## src/shared/tpic_cfg.svh

```systemverilog
// Constants of the timer block: offsets, fields, reset values, divider counts
`ifndef TPIC_CFG_SVH
`define TPIC_CFG_SVH

// ----------------------------------------------------------------------
// Register byte offsets
// ----------------------------------------------------------------------
`define TPIC_OFS_CR1   6'h00
`define TPIC_OFS_CR2   6'h04
`define TPIC_OFS_SR    6'h08
`define TPIC_OFS_IC1H  6'h0c
`define TPIC_OFS_IC1L  6'h10
`define TPIC_OFS_OC1H  6'h14
`define TPIC_OFS_OC1L  6'h18
`define TPIC_OFS_OC2H  6'h1c
`define TPIC_OFS_OC2L  6'h20
`define TPIC_OFS_CH    6'h24
`define TPIC_OFS_CL    6'h28
`define TPIC_OFS_ACH   6'h2c
`define TPIC_OFS_ACL   6'h30
`define TPIC_OFS_IC2H  6'h34
`define TPIC_OFS_IC2L  6'h38
`define TPIC_OFS_LAST  6'h38

// ----------------------------------------------------------------------
// Field positions
// ----------------------------------------------------------------------
`define TPIC_CR1_CAPTURE_IRQ_ENABLE  7
`define TPIC_CR1_MATCH_IRQ_ENABLE  6
`define TPIC_CR1_ROLLOVER_IRQ_ENABLE  5
`define TPIC_CR1_FOL2  4
`define TPIC_CR1_FOL1  3
`define TPIC_CR1_LVL2  2
`define TPIC_CR1_IED1  1
`define TPIC_CR1_LVL1  0
`define TPIC_CR2_COMPARE_ONE_PIN_ENABLE  7
`define TPIC_CR2_COMPARE_TWO_PIN_ENABLE  6
`define TPIC_CR2_OPM   5
`define TPIC_CR2_PWM   4
`define TPIC_CR2_CCHI  3
`define TPIC_CR2_CCLO  2
`define TPIC_CR2_IED2  1
`define TPIC_CR2_EXED  0
`define TPIC_SR_CAPTURE_ONE_FLAG   7
`define TPIC_SR_MATCH_ONE_FLAG   6
`define TPIC_SR_TOF    5
`define TPIC_SR_CAPTURE_TWO_FLAG   4
`define TPIC_SR_MATCH_TWO_FLAG   3

// ----------------------------------------------------------------------
// Reset values, one-pulse capture value and divider counts
// ----------------------------------------------------------------------
`define TPIC_CNT_RST   16'hfffc
`define TPIC_OC_RST    16'h8000
`define TPIC_OPM_CAP   16'hfffd
`define TPIC_PRE_LAST2 3'h1
`define TPIC_PRE_LAST4 3'h3
`define TPIC_PRE_LAST8 3'h7

`endif

```

## src/shared/tpic_pkg.sv

```systemverilog
// Types of the timer block
package tpic_pkg;
  typedef struct packed {
    logic [2:0]  pre;
    logic [15:0] cnt;
    logic [15:0] oc1;
    logic [15:0] oc2;
    logic [15:0] ic1;
    logic [15:0] ic2;
    logic [7:0]  cr1;
    logic [7:0]  cr2;
    logic [7:0]  sr;
    logic [7:0]  armed;
    logic [1:0]  inh;
    logic        pin1;
    logic        pin2;
    logic        cap1Q;
    logic        cap2Q;
    logic        extQ;
    logic        arm1;
    logic        arm2;
    logic        haltQ;
  } tpic_state_t;

  typedef struct packed {
    logic       awHave;
    logic [5:0] awAddr;
    logic       awBad;
    logic       wHave;
    logic [7:0] wData;
    logic       wEn;
    logic       bvalid;
    logic [1:0] bresp;
    logic       rvalid;
    logic [7:0] rdata;
    logic [1:0] rresp;
  } tpic_bus_t;
endpackage

```

## src/tpic_timer.sv

```systemverilog
// Sixteen-bit timer with modulation mode, low-power handling and AXI4-Lite registers
`timescale 1ns/1ps
`default_nettype none
`include "tpic_cfg.svh"

module tpic_timer (
  // Clock, reset, enable
  input  wire logic        clk,
  input  wire logic        resetn,
  input  wire logic        ce,
  // AXI4-Lite write
  input  wire logic [31:0] s_axi_awaddr,
  input  wire logic        s_axi_awvalid,
  output logic             s_axi_awready,
  input  wire logic [31:0] s_axi_wdata,
  input  wire logic [3:0]  s_axi_wstrb,
  input  wire logic        s_axi_wvalid,
  output logic             s_axi_wready,
  output logic [1:0]       s_axi_bresp,
  output logic             s_axi_bvalid,
  input  wire logic        s_axi_bready,
  // AXI4-Lite read
  input  wire logic [31:0] s_axi_araddr,
  input  wire logic        s_axi_arvalid,
  output logic             s_axi_arready,
  output logic [31:0]      s_axi_rdata,
  output logic [1:0]       s_axi_rresp,
  output logic             s_axi_rvalid,
  input  wire logic        s_axi_rready,
  // Timer pins
  input  wire logic        captureOnePin,
  input  wire logic        captureTwoPin,
  input  wire logic        extClockPin,
  output logic             compareOnePinOut,
  output logic             compareOnePinOe,
  output logic             compareTwoPinOut,
  output logic             compareTwoPinOe,
  // CPU side
  input  wire logic        cpuIntMask,
  input  wire logic        haltMode,
  input  wire logic        waitMode,
  output logic             timerIrq,
  output logic             wakeFromWait
);

  // ----------------------------------------------------------------------
  // Helpers
  // ----------------------------------------------------------------------
  function automatic logic edgeSeen(input logic cur,
                                    input logic prev,
                                    input logic rise);
    edgeSeen = rise ? (cur & ~prev) : (~cur & prev);
  endfunction

  function automatic logic touched(input logic       re,
                                   input logic       we,
                                   input logic [5:0] ra,
                                   input logic [5:0] wa,
                                   input logic [5:0] x);
    touched = (re && ra == x) || (we && wa == x);
  endfunction

  function automatic logic isBad(input logic [31:0] a);
    isBad = (|a[31:6]) || (a[5:0] > `TPIC_OFS_LAST);
  endfunction

  localparam tpic_pkg::tpic_state_t ST_RST = '{
    cnt:     `TPIC_CNT_RST,
    oc1:     `TPIC_OC_RST,
    oc2:     `TPIC_OC_RST,
    default: '0
  };

  // ----------------------------------------------------------------------
  // State
  // ----------------------------------------------------------------------
  tpic_pkg::tpic_state_t st_reg;
  tpic_pkg::tpic_state_t st_next;
  tpic_pkg::tpic_bus_t   bus_reg;
  tpic_pkg::tpic_bus_t   bus_next;

  logic       wrEn;
  logic [5:0] wrAddr;
  logic [7:0] wrData;
  logic       rdEn;
  logic [5:0] rdAddr;
  logic [7:0] rdByte;
  logic       arAcc;

  logic       run;
  logic       pwm;
  logic       single_pulse_select;
  logic [2:0] preLast;
  logic       tick;
  logic       m1;
  logic       m2;
  logic       e1;
  logic       e2;
  logic       eExt;
  logic       exitHalt;

  // ----------------------------------------------------------------------
  // Tick and match terms
  // ----------------------------------------------------------------------
  assign run      = ce & ~haltMode;
  assign pwm      = st_reg.cr2[`TPIC_CR2_PWM];
  assign single_pulse_select      = st_reg.cr2[`TPIC_CR2_OPM] & ~pwm;
  assign exitHalt = st_reg.haltQ & ~haltMode;

  always_comb begin
    unique case (st_reg.cr2[`TPIC_CR2_CCHI:`TPIC_CR2_CCLO])
      2'b00:   preLast = `TPIC_PRE_LAST4;
      2'b01:   preLast = `TPIC_PRE_LAST2;
      2'b10:   preLast = `TPIC_PRE_LAST8;
      2'b11:   preLast = `TPIC_PRE_LAST4;
    endcase
  end

  assign eExt = edgeSeen(extClockPin, st_reg.extQ, st_reg.cr2[`TPIC_CR2_EXED]);
  assign tick = (st_reg.cr2[`TPIC_CR2_CCHI:`TPIC_CR2_CCLO] == 2'b11) ?
                eExt : (st_reg.pre == preLast);
  assign e1   = edgeSeen(captureOnePin, st_reg.cap1Q, st_reg.cr1[`TPIC_CR1_IED1]);
  assign e2   = edgeSeen(captureTwoPin, st_reg.cap2Q, st_reg.cr2[`TPIC_CR2_IED2]);
  assign m1   = tick & ~st_reg.inh[0] & (st_reg.cnt == st_reg.oc1);
  assign m2   = tick & ~st_reg.inh[1] & (st_reg.cnt == st_reg.oc2);

  // ----------------------------------------------------------------------
  // Bus slave
  // ----------------------------------------------------------------------
  assign s_axi_awready = ce & ~bus_reg.awHave & ~bus_reg.bvalid;
  assign s_axi_wready  = ce & ~bus_reg.wHave & ~bus_reg.bvalid;
  assign s_axi_arready = ce & ~bus_reg.rvalid;
  assign arAcc         = s_axi_arvalid & s_axi_arready;

  always_comb begin
    unique case (s_axi_araddr[5:0])
      `TPIC_OFS_CR1:  rdByte = st_reg.cr1;
      `TPIC_OFS_CR2:  rdByte = st_reg.cr2;
      `TPIC_OFS_SR:   rdByte = {st_reg.sr[7:3], 3'h0};
      `TPIC_OFS_IC1H: rdByte = st_reg.ic1[15:8];
      `TPIC_OFS_IC1L: rdByte = st_reg.ic1[7:0];
      `TPIC_OFS_OC1H: rdByte = st_reg.oc1[15:8];
      `TPIC_OFS_OC1L: rdByte = st_reg.oc1[7:0];
      `TPIC_OFS_OC2H: rdByte = st_reg.oc2[15:8];
      `TPIC_OFS_OC2L: rdByte = st_reg.oc2[7:0];
      `TPIC_OFS_CH:   rdByte = st_reg.cnt[15:8];
      `TPIC_OFS_CL:   rdByte = st_reg.cnt[7:0];
      `TPIC_OFS_ACH:  rdByte = st_reg.cnt[15:8];
      `TPIC_OFS_ACL:  rdByte = st_reg.cnt[7:0];
      `TPIC_OFS_IC2H: rdByte = st_reg.ic2[15:8];
      `TPIC_OFS_IC2L: rdByte = st_reg.ic2[7:0];
      default:        rdByte = 8'h00;
    endcase
  end

  always_comb begin
    bus_next = bus_reg;
    wrEn     = 1'b0;
    wrAddr   = bus_reg.awAddr;
    wrData   = bus_reg.wData;
    rdEn     = 1'b0;
    rdAddr   = s_axi_araddr[5:0];
    if (s_axi_awvalid && s_axi_awready) begin
      bus_next.awHave = 1'b1;
      bus_next.awAddr = s_axi_awaddr[5:0];
      bus_next.awBad  = isBad(s_axi_awaddr);
    end
    if (s_axi_wvalid && s_axi_wready) begin
      bus_next.wHave = 1'b1;
      bus_next.wData = s_axi_wdata[7:0];
      bus_next.wEn   = s_axi_wstrb[0];
    end
    if (ce && bus_next.awHave && bus_next.wHave) begin
      wrEn            = ~bus_next.awBad & bus_next.wEn;
      wrAddr          = bus_next.awAddr;
      wrData          = bus_next.wData;
      bus_next.awHave = 1'b0;
      bus_next.wHave  = 1'b0;
      bus_next.bvalid = 1'b1;
      bus_next.bresp  = bus_next.awBad ? 2'b10 : 2'b00;
    end else if (ce && bus_reg.bvalid && s_axi_bready) begin
      bus_next.bvalid = 1'b0;
    end
    if (arAcc) begin
      rdEn            = ~isBad(s_axi_araddr);
      bus_next.rvalid = 1'b1;
      bus_next.rdata  = isBad(s_axi_araddr) ? 8'h00 : rdByte;
      bus_next.rresp  = isBad(s_axi_araddr) ? 2'b10 : 2'b00;
    end else if (ce && bus_reg.rvalid && s_axi_rready) begin
      bus_next.rvalid = 1'b0;
    end
  end

  always_ff @(posedge clk) begin
    if (!resetn) begin
      bus_reg <= '0;
    end else if (ce) begin
      bus_reg <= bus_next;
    end
  end

  assign s_axi_bvalid = bus_reg.bvalid;
  assign s_axi_bresp  = bus_reg.bresp;
  assign s_axi_rvalid = bus_reg.rvalid;
  assign s_axi_rdata  = {24'h000000, bus_reg.rdata};
  assign s_axi_rresp  = bus_reg.rresp;

  // ----------------------------------------------------------------------
  // Timer core
  // ----------------------------------------------------------------------
  always_comb begin
    st_next       = st_reg;
    st_next.cap1Q = captureOnePin;
    st_next.cap2Q = captureTwoPin;
    st_next.extQ  = extClockPin;
    st_next.haltQ = haltMode;
    if (haltMode) begin
      if (e1) begin
        st_next.arm1 = 1'b1;
      end
      if (e2) begin
        st_next.arm2 = 1'b1;
      end
    end else begin
      // Prescaler
      st_next.pre = tick ? 3'h0 : st_reg.pre + 3'h1;
      if (st_reg.cr2[`TPIC_CR2_CCHI:`TPIC_CR2_CCLO] == 2'b11) begin
        st_next.pre = 3'h0;
      end
      if (tick) begin
        st_next.cnt = st_reg.cnt + 16'h0001;
      end
      // Two-step flag clearing, set still wins below
      if (rdEn && rdAddr == `TPIC_OFS_SR) begin
        st_next.armed = st_reg.sr;
      end
      if (touched(rdEn, wrEn, rdAddr, wrAddr, `TPIC_OFS_IC1L) &&
          st_reg.armed[`TPIC_SR_CAPTURE_ONE_FLAG]) begin
        st_next.sr[`TPIC_SR_CAPTURE_ONE_FLAG]    = 1'b0;
        st_next.armed[`TPIC_SR_CAPTURE_ONE_FLAG] = 1'b0;
      end
      if (touched(rdEn, wrEn, rdAddr, wrAddr, `TPIC_OFS_OC1L) &&
          st_reg.armed[`TPIC_SR_MATCH_ONE_FLAG]) begin
        st_next.sr[`TPIC_SR_MATCH_ONE_FLAG]    = 1'b0;
        st_next.armed[`TPIC_SR_MATCH_ONE_FLAG] = 1'b0;
      end
      if (touched(rdEn, wrEn, rdAddr, wrAddr, `TPIC_OFS_CL) &&
          st_reg.armed[`TPIC_SR_TOF]) begin
        st_next.sr[`TPIC_SR_TOF]     = 1'b0;
        st_next.armed[`TPIC_SR_TOF]  = 1'b0;
      end
      if (touched(rdEn, wrEn, rdAddr, wrAddr, `TPIC_OFS_IC2L) &&
          st_reg.armed[`TPIC_SR_CAPTURE_TWO_FLAG]) begin
        st_next.sr[`TPIC_SR_CAPTURE_TWO_FLAG]    = 1'b0;
        st_next.armed[`TPIC_SR_CAPTURE_TWO_FLAG] = 1'b0;
      end
      if (touched(rdEn, wrEn, rdAddr, wrAddr, `TPIC_OFS_OC2L) &&
          st_reg.armed[`TPIC_SR_MATCH_TWO_FLAG]) begin
        st_next.sr[`TPIC_SR_MATCH_TWO_FLAG]    = 1'b0;
        st_next.armed[`TPIC_SR_MATCH_TWO_FLAG] = 1'b0;
      end
      if (tick && st_reg.cnt == 16'hffff) begin
        st_next.sr[`TPIC_SR_TOF] = 1'b1;
      end
      // Capture two works in every mode
      if (e2 || (exitHalt && st_reg.arm2)) begin
        st_next.ic2               = st_reg.cnt;
        st_next.sr[`TPIC_SR_CAPTURE_TWO_FLAG] = 1'b1;
        st_next.arm2              = 1'b0;
      end
      if (pwm) begin
        st_next.arm1 = 1'b0;
        if (m1) begin
          st_next.pin1 = st_reg.cr1[`TPIC_CR1_LVL1];
        end
        if (m2) begin
          st_next.pin1 = st_reg.cr1[`TPIC_CR1_LVL2];
          st_next.cnt  = `TPIC_CNT_RST;
          st_next.sr[`TPIC_SR_CAPTURE_ONE_FLAG] = 1'b1;
        end
      end else if (single_pulse_select) begin
        if (e1 || (exitHalt && st_reg.arm1)) begin
          st_next.cnt  = `TPIC_CNT_RST;
          st_next.pin1 = st_reg.cr1[`TPIC_CR1_LVL2];
          st_next.ic1  = `TPIC_OPM_CAP;
          st_next.sr[`TPIC_SR_CAPTURE_ONE_FLAG] = 1'b1;
          st_next.arm1 = 1'b0;
        end else if (m1) begin
          st_next.pin1 = st_reg.cr1[`TPIC_CR1_LVL1];
        end
        if (m2) begin
          st_next.sr[`TPIC_SR_MATCH_TWO_FLAG] = 1'b1;
        end
      end else begin
        if (e1 || (exitHalt && st_reg.arm1)) begin
          st_next.ic1               = st_reg.cnt;
          st_next.sr[`TPIC_SR_CAPTURE_ONE_FLAG] = 1'b1;
          st_next.arm1              = 1'b0;
        end
        if (m1) begin
          st_next.pin1              = st_reg.cr1[`TPIC_CR1_LVL1];
          st_next.sr[`TPIC_SR_MATCH_ONE_FLAG] = 1'b1;
        end
        if (m2) begin
          st_next.pin2              = st_reg.cr1[`TPIC_CR1_LVL2];
          st_next.sr[`TPIC_SR_MATCH_TWO_FLAG] = 1'b1;
        end
        if (st_reg.cr1[`TPIC_CR1_FOL1] && st_reg.cr2[`TPIC_CR2_COMPARE_ONE_PIN_ENABLE]) begin
          st_next.pin1 = st_reg.cr1[`TPIC_CR1_LVL1];
        end
        if (st_reg.cr1[`TPIC_CR1_FOL2] && st_reg.cr2[`TPIC_CR2_COMPARE_TWO_PIN_ENABLE]) begin
          st_next.pin2 = st_reg.cr1[`TPIC_CR1_LVL2];
        end
      end
      // Software writes
      if (wrEn) begin
        unique case (wrAddr)
          `TPIC_OFS_CR1: st_next.cr1 = wrData;
          `TPIC_OFS_CR2: st_next.cr2 = wrData;
          `TPIC_OFS_OC1H: begin
            st_next.oc1[15:8] = wrData;
            st_next.inh[0]    = 1'b1;
          end
          `TPIC_OFS_OC1L: begin
            st_next.oc1[7:0]  = wrData;
            st_next.inh[0]    = 1'b0;
          end
          `TPIC_OFS_OC2H: begin
            st_next.oc2[15:8] = wrData;
            st_next.inh[1]    = 1'b1;
          end
          `TPIC_OFS_OC2L: begin
            st_next.oc2[7:0]  = wrData;
            st_next.inh[1]    = 1'b0;
          end
          `TPIC_OFS_CL: begin
            st_next.cnt = `TPIC_CNT_RST;
            st_next.pre = 3'h0;
          end
          default: begin
          end
        endcase
      end
    end
  end

  always_ff @(posedge clk) begin
    if (!resetn) begin
      st_reg <= ST_RST;
    end else if (ce) begin
      st_reg <= st_next;
    end
  end

  // ----------------------------------------------------------------------
  // Pins and interrupt
  // ----------------------------------------------------------------------
  assign compareOnePinOut = st_reg.pin1;
  assign compareOnePinOe  = st_reg.cr2[`TPIC_CR2_COMPARE_ONE_PIN_ENABLE];
  assign compareTwoPinOut = st_reg.pin2;
  assign compareTwoPinOe  = st_reg.cr2[`TPIC_CR2_COMPARE_TWO_PIN_ENABLE];

  assign timerIrq = ~cpuIntMask & (
    (st_reg.cr1[`TPIC_CR1_CAPTURE_IRQ_ENABLE] & (st_reg.sr[`TPIC_SR_CAPTURE_ONE_FLAG] | st_reg.sr[`TPIC_SR_CAPTURE_TWO_FLAG])) |
    (st_reg.cr1[`TPIC_CR1_MATCH_IRQ_ENABLE] & (st_reg.sr[`TPIC_SR_MATCH_ONE_FLAG] | st_reg.sr[`TPIC_SR_MATCH_TWO_FLAG])) |
    (st_reg.cr1[`TPIC_CR1_ROLLOVER_IRQ_ENABLE] & st_reg.sr[`TPIC_SR_TOF]));
  assign wakeFromWait = waitMode & timerIrq;
endmodule

`default_nettype wire

```

## config.mk

```make
export PLATFORM = sky130hd
export DESIGN_NAME = tpic_timer
export DESIGN_NICKNAME = d
export VERILOG_FILES = /design/src/shared/tpic_pkg.sv /design/src/tpic_timer.sv
export VERILOG_INCLUDE_DIRS = /design/src /design/src/shared
export SDC_FILE = /design/constraint.sdc
export NUM_CORES = 1
export LEC_CHECK = 0
export CAP_MARGIN = 10
export CORE_MARGIN = 4
export CORE_UTILIZATION = 25
export CTS_CLUSTER_SIZE = 30
export DETAILED_ROUTE_END_ITERATION = 6
export DONT_BUFFER_PORTS = 1
export SKIP_LAST_GASP = 1
export SYNTH_ARGS = -nofsm -noshare
export SYNTH_HDL_FRONTEND = slang
export SYNTH_SLANG_ARGS = --single-unit
export TNS_END_PERCENT = 10
```

## constraint.sdc

```tcl
create_clock -name clk -period 3.8 [get_ports clk]
set_clock_uncertainty 0.1 [all_clocks]
set_input_delay 0.76 -clock clk [delete_from_list [all_inputs] [get_ports clk]]
set_output_delay 0.76 -clock clk [all_outputs]
set_load 0.005 [all_outputs]
```

# After elaboration in Yosys (flattened, before gate mapping)
# Cells that the tools add are included.
# totals
mem_bits_ro,0
ramBits,0
ff_bits,151
output_inout_bits,47
latch_bits,0
memories,0
# op_classes
order_cmp,2
add_sub_neg,2
mux,74
reduce_logical,85
shifts,0
n_div,0
bitwise_logic,46
n_eq_ne,31
multipliers,0
# ops
cell,n
16-bit 2-to-1 mux,8
8-bit case mux with 13 select lines,1
8-bit 2-to-1 mux,8
6-bit == test (second input constant),10
26-bit OR reduction,2
51-bit 2-to-1 mux,1
6-bit by 5-bit == test with 1-bit output (second input constant),8
1-bit 2-to-1 mux,45
4-bit AND reduction,9
16-bit == test,2
3-bit AND reduction,10
1-bit logical AND,29
2-bit nonzero test,13
1-bit bitwise AND,24
19-bit 2-to-1 mux,1
1-bit inverter,18
16-bit by 1-bit adder with 16-bit output (second input constant),1
16-bit == test (second input constant),1
6-bit by 3-bit == test with 1-bit output (second input constant),2
6-bit by 4-bit == test with 1-bit output (second input constant),2
6-bit greater-than comparator (second input constant),2
6-bit logical NOT,2
10-bit 2-to-1 mux,1
2-bit AND reduction,5
16 further kinds,35

# Logic depth before layout (Yosys ltp)
# Gate-level depths: netlist (run 1).
# logic_depth
ltp_word,16
mapped_depth,10

# Worst setup path before layout (run 1)
# No wires, ideal clock.
# synth_path
kind,input -> register
start,input port s_axi_araddr[1]
end,register st_reg[17] (netlist name)
setup_ns,0.116
required_time_ns,3.584
arrival_ns,2.401
stages,7
path_slack_ns,1.183
cell_sequence,or4b_1 > buf_2 > nor3_4 > and3_1 > buf_2 > mux2_1 > and3_1
# synth_via
elab_chain_cells,9
elab_cells_between_ends,13
cone_classes,order compare: 1; eq/ne: 2; mux: 2; bitwise: 1; reduce/logical: 7
# synth_rtl
item,line_no,source
from (decl),tpic_timer.sv:23,"input wire logic [31:0] s_axi_araddr,"
6-bit greater-than comparator (no line),n/a,
1-bit logical OR,tpic_timer.sv:64,isBad = (|a[31:6]) || (a[5:0] > `TPIC_OFS_LAST);
1-bit inverter,tpic_timer.sv:185,rdEn = ~isBad(s_axi_araddr);
1-bit 2-to-1 mux,tpic_timer.sv:184,if (arAcc) begin
1-bit logical AND,tpic_timer.sv:60,touched = (re && ra == x) || (we && wa == x);
1-bit logical OR,tpic_timer.sv:60,
1-bit logical AND,tpic_timer.sv:237,"if (touched(rdEn, wrEn, rdAddr, wrAddr, `TPIC_OFS_IC1L) &&"
2-bit nonzero test (no line),n/a,
3-bit AND reduction (no line),n/a,
to (signal assigned),tpic_timer.sv:351,st_reg <= st_next;
to (decl),tpic_timer.sv:77,tpic_pkg::tpic_state_t st_reg;
# Parallel ways exist; a longest one is shown, timed or not.
# A chain may end at the register's enable or synchronous reset.

# Worst setup path in the final report (run 1)
# layout_path
start,register bus_reg (netlist bit s_axi_bvalid)
end,register st_reg[114] (netlist name)
# layout_via
elab_chain_cells,10
elab_cells_between_ends,16
cone_classes,eq/ne: 1; mux: 6; bitwise: 5; reduce/logical: 4
# layout_rtl
item,line_no,source
from (decl),tpic_timer.sv:79,tpic_pkg::tpic_bus_t bus_reg;
from (signal assigned),tpic_timer.sv:198,bus_reg <= bus_next;
1-bit inverter *,"tpic_timer.sv:130, tpic_timer.sv:131",
1-bit bitwise AND,tpic_timer.sv:130,assign s_axi_awready = ce & ~bus_reg.awHave & ~bus_reg.bvalid;
1-bit logical AND,tpic_timer.sv:163,if (s_axi_awvalid && s_axi_awready) begin
8-bit 2-to-1 mux,tpic_timer.sv:163,
1-bit logical AND (2 in a row),tpic_timer.sv:173,if (ce && bus_next.awHave && bus_next.wHave) begin
6-bit 2-to-1 mux,tpic_timer.sv:173,
6-bit == test,tpic_timer.sv:317,unique case (wrAddr)
19-bit 2-to-1 mux,tpic_timer.sv:317,
51-bit 2-to-1 mux *,tpic_timer.sv:316,if (wrEn) begin
# Mark *: on every way between the ends. The rest lies on a longest branch, timed or not.

==> impl_metrics.json, run 1 <==
{
  "num_rows": 65,
  "setup_slack_ps": 1030,
  "vias_per_cell": 5.40,
  "grt_pass1_vias": 6502,
  "start_util_pct": 25.4,
  "portBuffers": 0,
  "finalWirelength_microns": 25900,
  "diodes": 0,
  "synth_async_sr_flop_share_pct": 0,
  "die_w_microns": 187,
  "worstPathRequired_ps": 3990,
  "largest_reg_flops": 114,
  "fin_util_pct": 27.9,
  "min_period_ps": 2770,
  "run_status": "complete, no violations",
  "fin_tns_setup_ps": 0,
  "synthXorXnorAreaFrac_pct": 5.01,
  "synth_edf_count": 0,
  "dp_cells": 1270,
  "die_h_microns": 187,
  "startpoint": "s_axi_bvalid$_SDFFE_PN0P_",
  "synthMuxAreaShare_pct": 8.68,
  "track_usage_pct": 14.3,
  "ant_nets": 0,
  "vias": 7029,
  "drc_errors": 0,
  "avgRoutedWirePerCell_microns": 19.9,
  "reg2reg_slack_ps": 1030,
  "fin_nets": 1003,
  "synth-seq-cells": 149,
  "synth.distinct_cells": 88,
  "hp-start": "resetn",
  "power_density_nw_per_um2": 398,
  "r2r_cells": 6,
  "dieArea_sq_um": 35100,
  "clkLatencyLatePin_ps": 440,
  "clockBufferDepth": 2,
  "cts_sinks": 149,
  "synth_compound_area_share_pct": 17.8,
  "cts_setup_buffers": 0,
  "syn_inst": 925,
  "rsz0062_at_grt": "false",
  "gp_congestion": 0.908,
  "io_pins": 161,
  "syn_area_sq_um": 8040,
  "tightest_slew_ps": 847,
  "drt-initial-drc-count": 726,
  "cellLeakagePower_nw": 3.12,
  "grt_start_max_net_pins": 56,
  "grt_pass1_wl_microns": 39400,
  "start_kind": "register",
  "timing.rr.start": "s_axi_bvalid$_SDFFE_PN0P_",
  "worstSetupPathType": "reg -> reg",
  "syn2layout_area_growth_pct": 9.58,
  "dp_hpwl_microns": 18700,
  "cts-resized-gates": 0,
  "synthAdderAreaFrac_pct": 0.311,
  "slew_headroom_pct": 43.3,
  "hold_violations": 0,
  "clockRootBuffer": "clkbuf_16",
  "cts_inserted_buffers": 17,
  "htreeDepth": 4,
  "slew_viol_final": 0,
  "hp-class": "in -> reg",
  "holdPathEnd": "st_reg[89]$_SDFFE_PN1P_",
  "yosys_warnings": 0,
  "clkSlewWorstSetupHoldPaths_ps": 70,
  "hold_depth": 1,
  "critical_path_arrival_ps": 2960,
  "ys.flop_type": "dfxtp_1",
  "setup_viol": 0,
  "core_area_sq_um": 31600,
  "layout-drive-gt1-share_pct": 11.6,
  "stdcell_count": 1302,
  "synth_top_family_by_area": "simple AND/OR/NAND/NOR gates",
  "maxCapViolations": 0,
  "antenna_found_initial": 0,
  "period_share_pct": 72.9,
  "peakVddDrop_mv": 0.343,
  "end_kind": "register",
  "worstReg2RegEnd": "st_reg[114]$_SDFFE_PN1P_",
  "yosysSeqAreaShare_pct": 37.1,
  "path_max_fanout": 13,
  "overflow": 0,
  "max_freq_mhz": 361,
  "yosys.area_share.simple_pct": 23.3,
  "cts_hold_buf": 0,
  "cts_tree": "yes",
  "pre_cts_ws_ps": 580,
  "avgSynthCellArea_sq_um": 8.69,
  "drtPass1Iterations": 6
}
## per-layer routing
layer,track usage (%),vias up,routed length (microns)
li1,-,3232,-
met1,18.9,3421,11100
met3,3.27,52,2160
met5,0,-,0
met2,23.3,324,12100
met4,4.18,0,578
## worst max-delay path, stage by stage, from the launching register on
cell and delay, ps:
dfxtp_1 390, and4bb_1 570, mux2i_2 520, a211oi_4 120, nand3_1 260, a31o_2 500, o211ai_1 150
## metrics by stage
stage | instance area (sq um) | hold slack (ps) | power (W)
floorplan | 8140 | 317 | 0.00183
global placement | 8230 | 340 | 0.00184
detailed placement | 8230 | 347 | 0.00185
CTS | 8810 | 286 | 0.00352
global route | 8810 | 304 | 0.00361
finish | 8810 | 318 | 0.00351
## synthesized netlist by cell type, types with 6 or more instances
library cell	number	share of area, %
xnor2_1	39	4.2
a22oi_1	35	3.3
buf_4	38	3.5
and4_1	6	0.65
clkbuf_1	43	2.0
mux2_2	10	1.4
nand3_2	11	1.4
a222oi_1	11	1.4
nand4_1	20	1.6
a21oi_1	27	1.7
buf_2	11	0.68
xor2_1	7	0.76
o21ai_0	29	1.8
nand3_1	33	2.1
nor2b_1	6	0.47
mux2i_1	56	7.0
nor3b_1	6	0.56
o311a_1	8	1.0
nor2_1	98	4.6
o21bai_1	9	0.84
nor4_1	16	1.2
dfxtp_1	149	37
nor3_1	16	1.0
inv_1	11	0.51
and3_1	7	0.54
o22ai_1	15	1.2
nand2_1	94	4.4
## cell type report
cell class	count	area, sq um
Tap cell	402	503
Clock buffer	17	425
Timing Repair Buffer	20	163
Sequential cell	149	2980
Multi-Input combinational cell	686	4530
Inverter	13	48.8
Clock inverter	15	159
Fill cell	3372	22800
## layout by cell type (no fill, tap or decap), types with 15 or more instances in the layout
master,netlist,layout
dfxtp_1,149,149
nor2_1,98,98
nand2_1,94,94
mux2i_1,56,56
xnor2_1,39,39
a22oi_1,35,35
nand3_1,33,33
o21ai_0,29,29
a21oi_1,27,27
conb_1,1,26
nand4_1,20,20
buf_4,38,19
clkbuf_16,0,17
nor4_1,16,16
nor3_1,16,16
o22ai_1,15,15
## kinds of logic (layout without fill, tap and decap cells)
family,count (synthesis),after routing
AND/OR/NAND/NOR,357,357
AO/OA/AOI/OAI,187,187
flip-flops,149,149
buffers and inverters,115,65
multiplexers,68,68
XOR/XNOR,46,46
adder cells (fa/ha/maj),2,2
other,1,26
## power breakdown
group	switching, W	leakage, nW	internal (W)	total [W]
registers	0.0000226	1.21	0.00159	0.00161
clock network	0.000760	0.292	0.000934	0.00169
logic	0.000136	1.63	0.0000684	0.000204
## how the worst max path moves through the flow
stage                                     endpoint  cells past startpoint  slack (ps)
after global routing       st_reg[81]$_SDFFE_PN0P_                      7         830
after CTS                 st_reg[114]$_SDFFE_PN1P_                      6        1020
final                     st_reg[114]$_SDFFE_PN1P_                      6        1030
after detailed placement   st_reg[29]$_SDFFE_PN0P_                      7         580
after global placement            pwm$_SDFFE_PN0P_                      7         650
after floorplan            st_reg[17]$_SDFFE_PN0P_                      7        1180
Note: power is estimated with default switching activity, not from simulation.
==> run 2, diff against run 1 <==
ABC_AREA = 1   (was not set)
clock period = 2.6 ns   (was 3.8 ns; I/O delays follow)
==> run 2 against run 1 <==
  * Fmax up 15%
  * Die area rose by 0.48%
  * Critical endpoint is now compareOnePinOe$_SDFFE_PN0P_
  * Synthesized area increased by 0.50%
==> impl_metrics.json, run 2 <==
{
  "run_status": "complete, no violations",
  "synth_async_sr_flop_share_pct": 0,
  "power_density_nw_per_um2": 566,
  "max_freq_mhz": 417,
  "maxCapViolations": 0,
  "crit_buf_inv": 2,
  "grt_pass1_vias": 7254,
  "design_area_sq_um": 9130,
  "timing.rr.start": "s_axi_bvalid$_SDFFE_PN0P_",
  "swShare_pct": 25.9,
  "syn_area_sq_um": 8080,
  "cts_hold_buf": 0,
  "vias_per_cell": 4.93,
  "yosysSeqAreaShare_pct": 36.9,
  "portBuffers": 0,
  "clockPowerShare_pct": 46.8,
  "final_common_cell": "nand2_1",
  "crit_top_cell": "nand2_1",
  "rsz0062_at_grt": "true",
  "synth-seq-cells": 149,
  "switching_power_w": 0.00134,
  "core_area_sq_um": 31700,
  "avgRoutedWirePerCell_microns": 16.8,
  "setup_slack_ps": 202,
  "fin_nets": 1306,
  "avgSynthCellArea_sq_um": 6.84,
  "io_pins": 161,
  "fill_cells": 3469,
  "crit_chain": "inv_1 > nand2_1 > o21ai_2 > nand2_2 > nor2_4 > nand2_1 > o21ai_2 > nand2_1 > nor2_4 > buf_4 > nand2_2 > o21ai_0 > a21oi_1",
  "overflow": 0,
  "pre_cts_ws_ps": 38.8,
  "start_kind": "register",
  "synth_edf_count": 0,
  "die_h_microns": 188,
  "drtPass1Iterations": 6,
  "synth_most_common_cell": "nand2_1",
  "synthTopCellsByCount": "210 x nand2_1, 156 x inv_1, 149 x dfxtp_1",
  "path_max_fanout": 16,
  "antenna_found_initial": 0,
  "die_w_microns": 188,
  "syn_inst": 1181,
  "mostFrequentLayoutCells": "210 x nand2_1, 155 x inv_1, 149 x dfxtp_1",
  "layout-drive-gt1-share_pct": 9.14,
  "multi_input_area_sq_um": 4140,
  "grt_pass1_wl_microns": 41900,
  "dieArea_sq_um": 35300,
  "startpoint": "s_axi_bvalid$_SDFFE_PN0P_",
  "path_delay_family": "simple AND/OR/NAND/NOR gates",
  "hp-start": "ce",
  "synth_top_cell_by_area": "dfxtp_1",
  "period_share_pct": 92.2,
  "cts_tree": "yes",
  "grt_start_max_net_pins": 93,
  "largest_reg_flops": 114,
  "clockRootBuffer": "clkbuf_16",
  "cts_inserted_buffers": 17,
  "vias": 7910,
  "min_period_ps": 2400,
  "start_util_pct": 25.5,
  "ys.flop_type": "dfxtp_1",
  "critical_path_arrival_ps": 2610,
  "end_kind": "register",
  "ant_nets": 0,
  "htreeDepth": 4,
  "seq_area_sq_um": 2980,
  "worstSetupPathType": "reg -> reg",
  "clkSlewWorstSetupHoldPaths_ps": 60,
  "setup_viol": 0,
  "hp-class": "in -> reg",
  "diodes": 0,
  "worstPathRequired_ps": 2810,
  "cts_sinks": 149,
  "slew_viol_final": 0,
  "syn2layout_area_growth_pct": 12.9,
  "gp_congestion": 0.930,
  "drc_errors": 0,
  "cellLeakagePower_nw": 3.74,
  "comb_power_share_pct": 7.6,
  "num_rows": 65,
  "synth.distinct_cells": 48,
  "clkLatencyLatePin_ps": 440,
  "tightest_slew_ps": 551,
  "synthTopCellsByArea": "dfxtp_1 37%, nand2_1 9.8%, inv_1 7.2%, a21oi_1 6.7%, o21ai_0 5.8%",
  "cp_slowest_cell": "dfxtp_1",
  "drt-initial-drc-count": 805,
  "hold_violations": 0,
  "slowest_delay_ps": 370,
  "track_usage_pct": 14.9,
  "clockBufferDepth": 2,
  "slew_headroom_pct": 63.2,
  "peakVddDrop_mv": 0.343,
  "dpl_cell_area_sq_um": 8540,
  "yosys_warnings": 0,
  "synth_top_area_share_pct": 36.9,
  "p_seq_share_pct": 45.6,
  "p_int_w": 0.00383,
  "finalWirelength_microns": 27000,
  "dp_hpwl_microns": 20900
}
## run 2: cell types whose count changed after synthesis, sizes merged, moves of 34 or more
| cell | previous run | this run |
|---|---|---|
| nand2 | 95 | 216 |
| inv | 13 | 160 |
| a22oi | 36 | 2 |
| a21oi | 27 | 109 |
| mux2i | 57 | 8 |
| o21ai | 31 | 112 |
## run 2: repair_timing
| action | CTS | global route |
|---|---|---|
| setup endpoints to repair | 0 | 23 |
| gates resized for setup | 0 | 0 |
| setup buffers | 0 | 1 |
## run 2: final timing paths
kind | endpoint | slack (ps) | depth (start not counted)
max | compareOnePinOe$_SDFFE_PN0P_ | 200 | 13
min | st_reg[4]$_SDFFE_PN0P_ | 70 | 1
max reg2reg | compareOnePinOe$_SDFFE_PN0P_ | 200 | 13
min reg2reg | st_reg[49]$_SDFFE_PN0P_ | 350 | 2
## run 2: cells by family (layout without fill, tap and decap cells)
family / count (synthesis) / in the layout / share of synthesized area, %
AND/OR/NAND/NOR: 462 / 462 / 25.5
XOR/XNOR: 23 / 23 / 2.49
buffers and inverters: 240 / 237 / 13.1
AO/OA/AOI/OAI: 296 / 296 / 20.6
flip-flops: 149 / 149 / 36.9
other: 1 / 26 / 0.0464
multiplexers: 8 / 8 / 0.991
adder cells (fa/ha/maj): 2 / 2 / 0.310
## run 2: layer usage
| layer | vias up | wire length, microns | global-route usage (%) |
|---|---|---|---|
| li1 | 3896 | - | - |
| met1 | 3655 | 12100 | 21.2 |
| met2 | 321 | 11800 | 22.9 |
| met3 | 38 | 2570 | 3.63 |
| met4 | 0 | 519 | 3.67 |
| met5 | - | 0 | 0 |
## run 2: through the flow
stage	std cells	hold WS (ps)	total power (W)	util (%)	TNS (ps)
after floorplan	1206	325	0.00273	-	0
after global placement	1572	334	0.00279	26.9	0
after detailed placement	1572	340	0.00280	26.9	0
after CTS	1604	61.8	0.00522	28.7	0
after global routing	1605	68.5	0.00538	28.8	-248
final	1605	74.9	0.00517	28.8	0
## run 2: layout make-up
cell class              instances  area share [%]
clock inverters                13            1.33
well taps                     402            5.51
repair buffers                 43            3.54
inverters                     162            6.66
flip-flops and latches        149            32.7
multi-input cells             817            45.3
clock buffers                  19            4.96
## run 2: power groups by stage
stage / sequential [W] / combinational, W / clock [W]
2_1_floorplan: 0.00240 / 0.000332 / 0
3_3_place_gp: 0.00240 / 0.000386 / 0
3_5_place_dp: 0.00241 / 0.000391 / 0
4_1_cts: 0.00235 / 0.000393 / 0.00247
5_1_grt: 0.00236 / 0.000444 / 0.00257
6_report: 0.00235 / 0.000393 / 0.00242
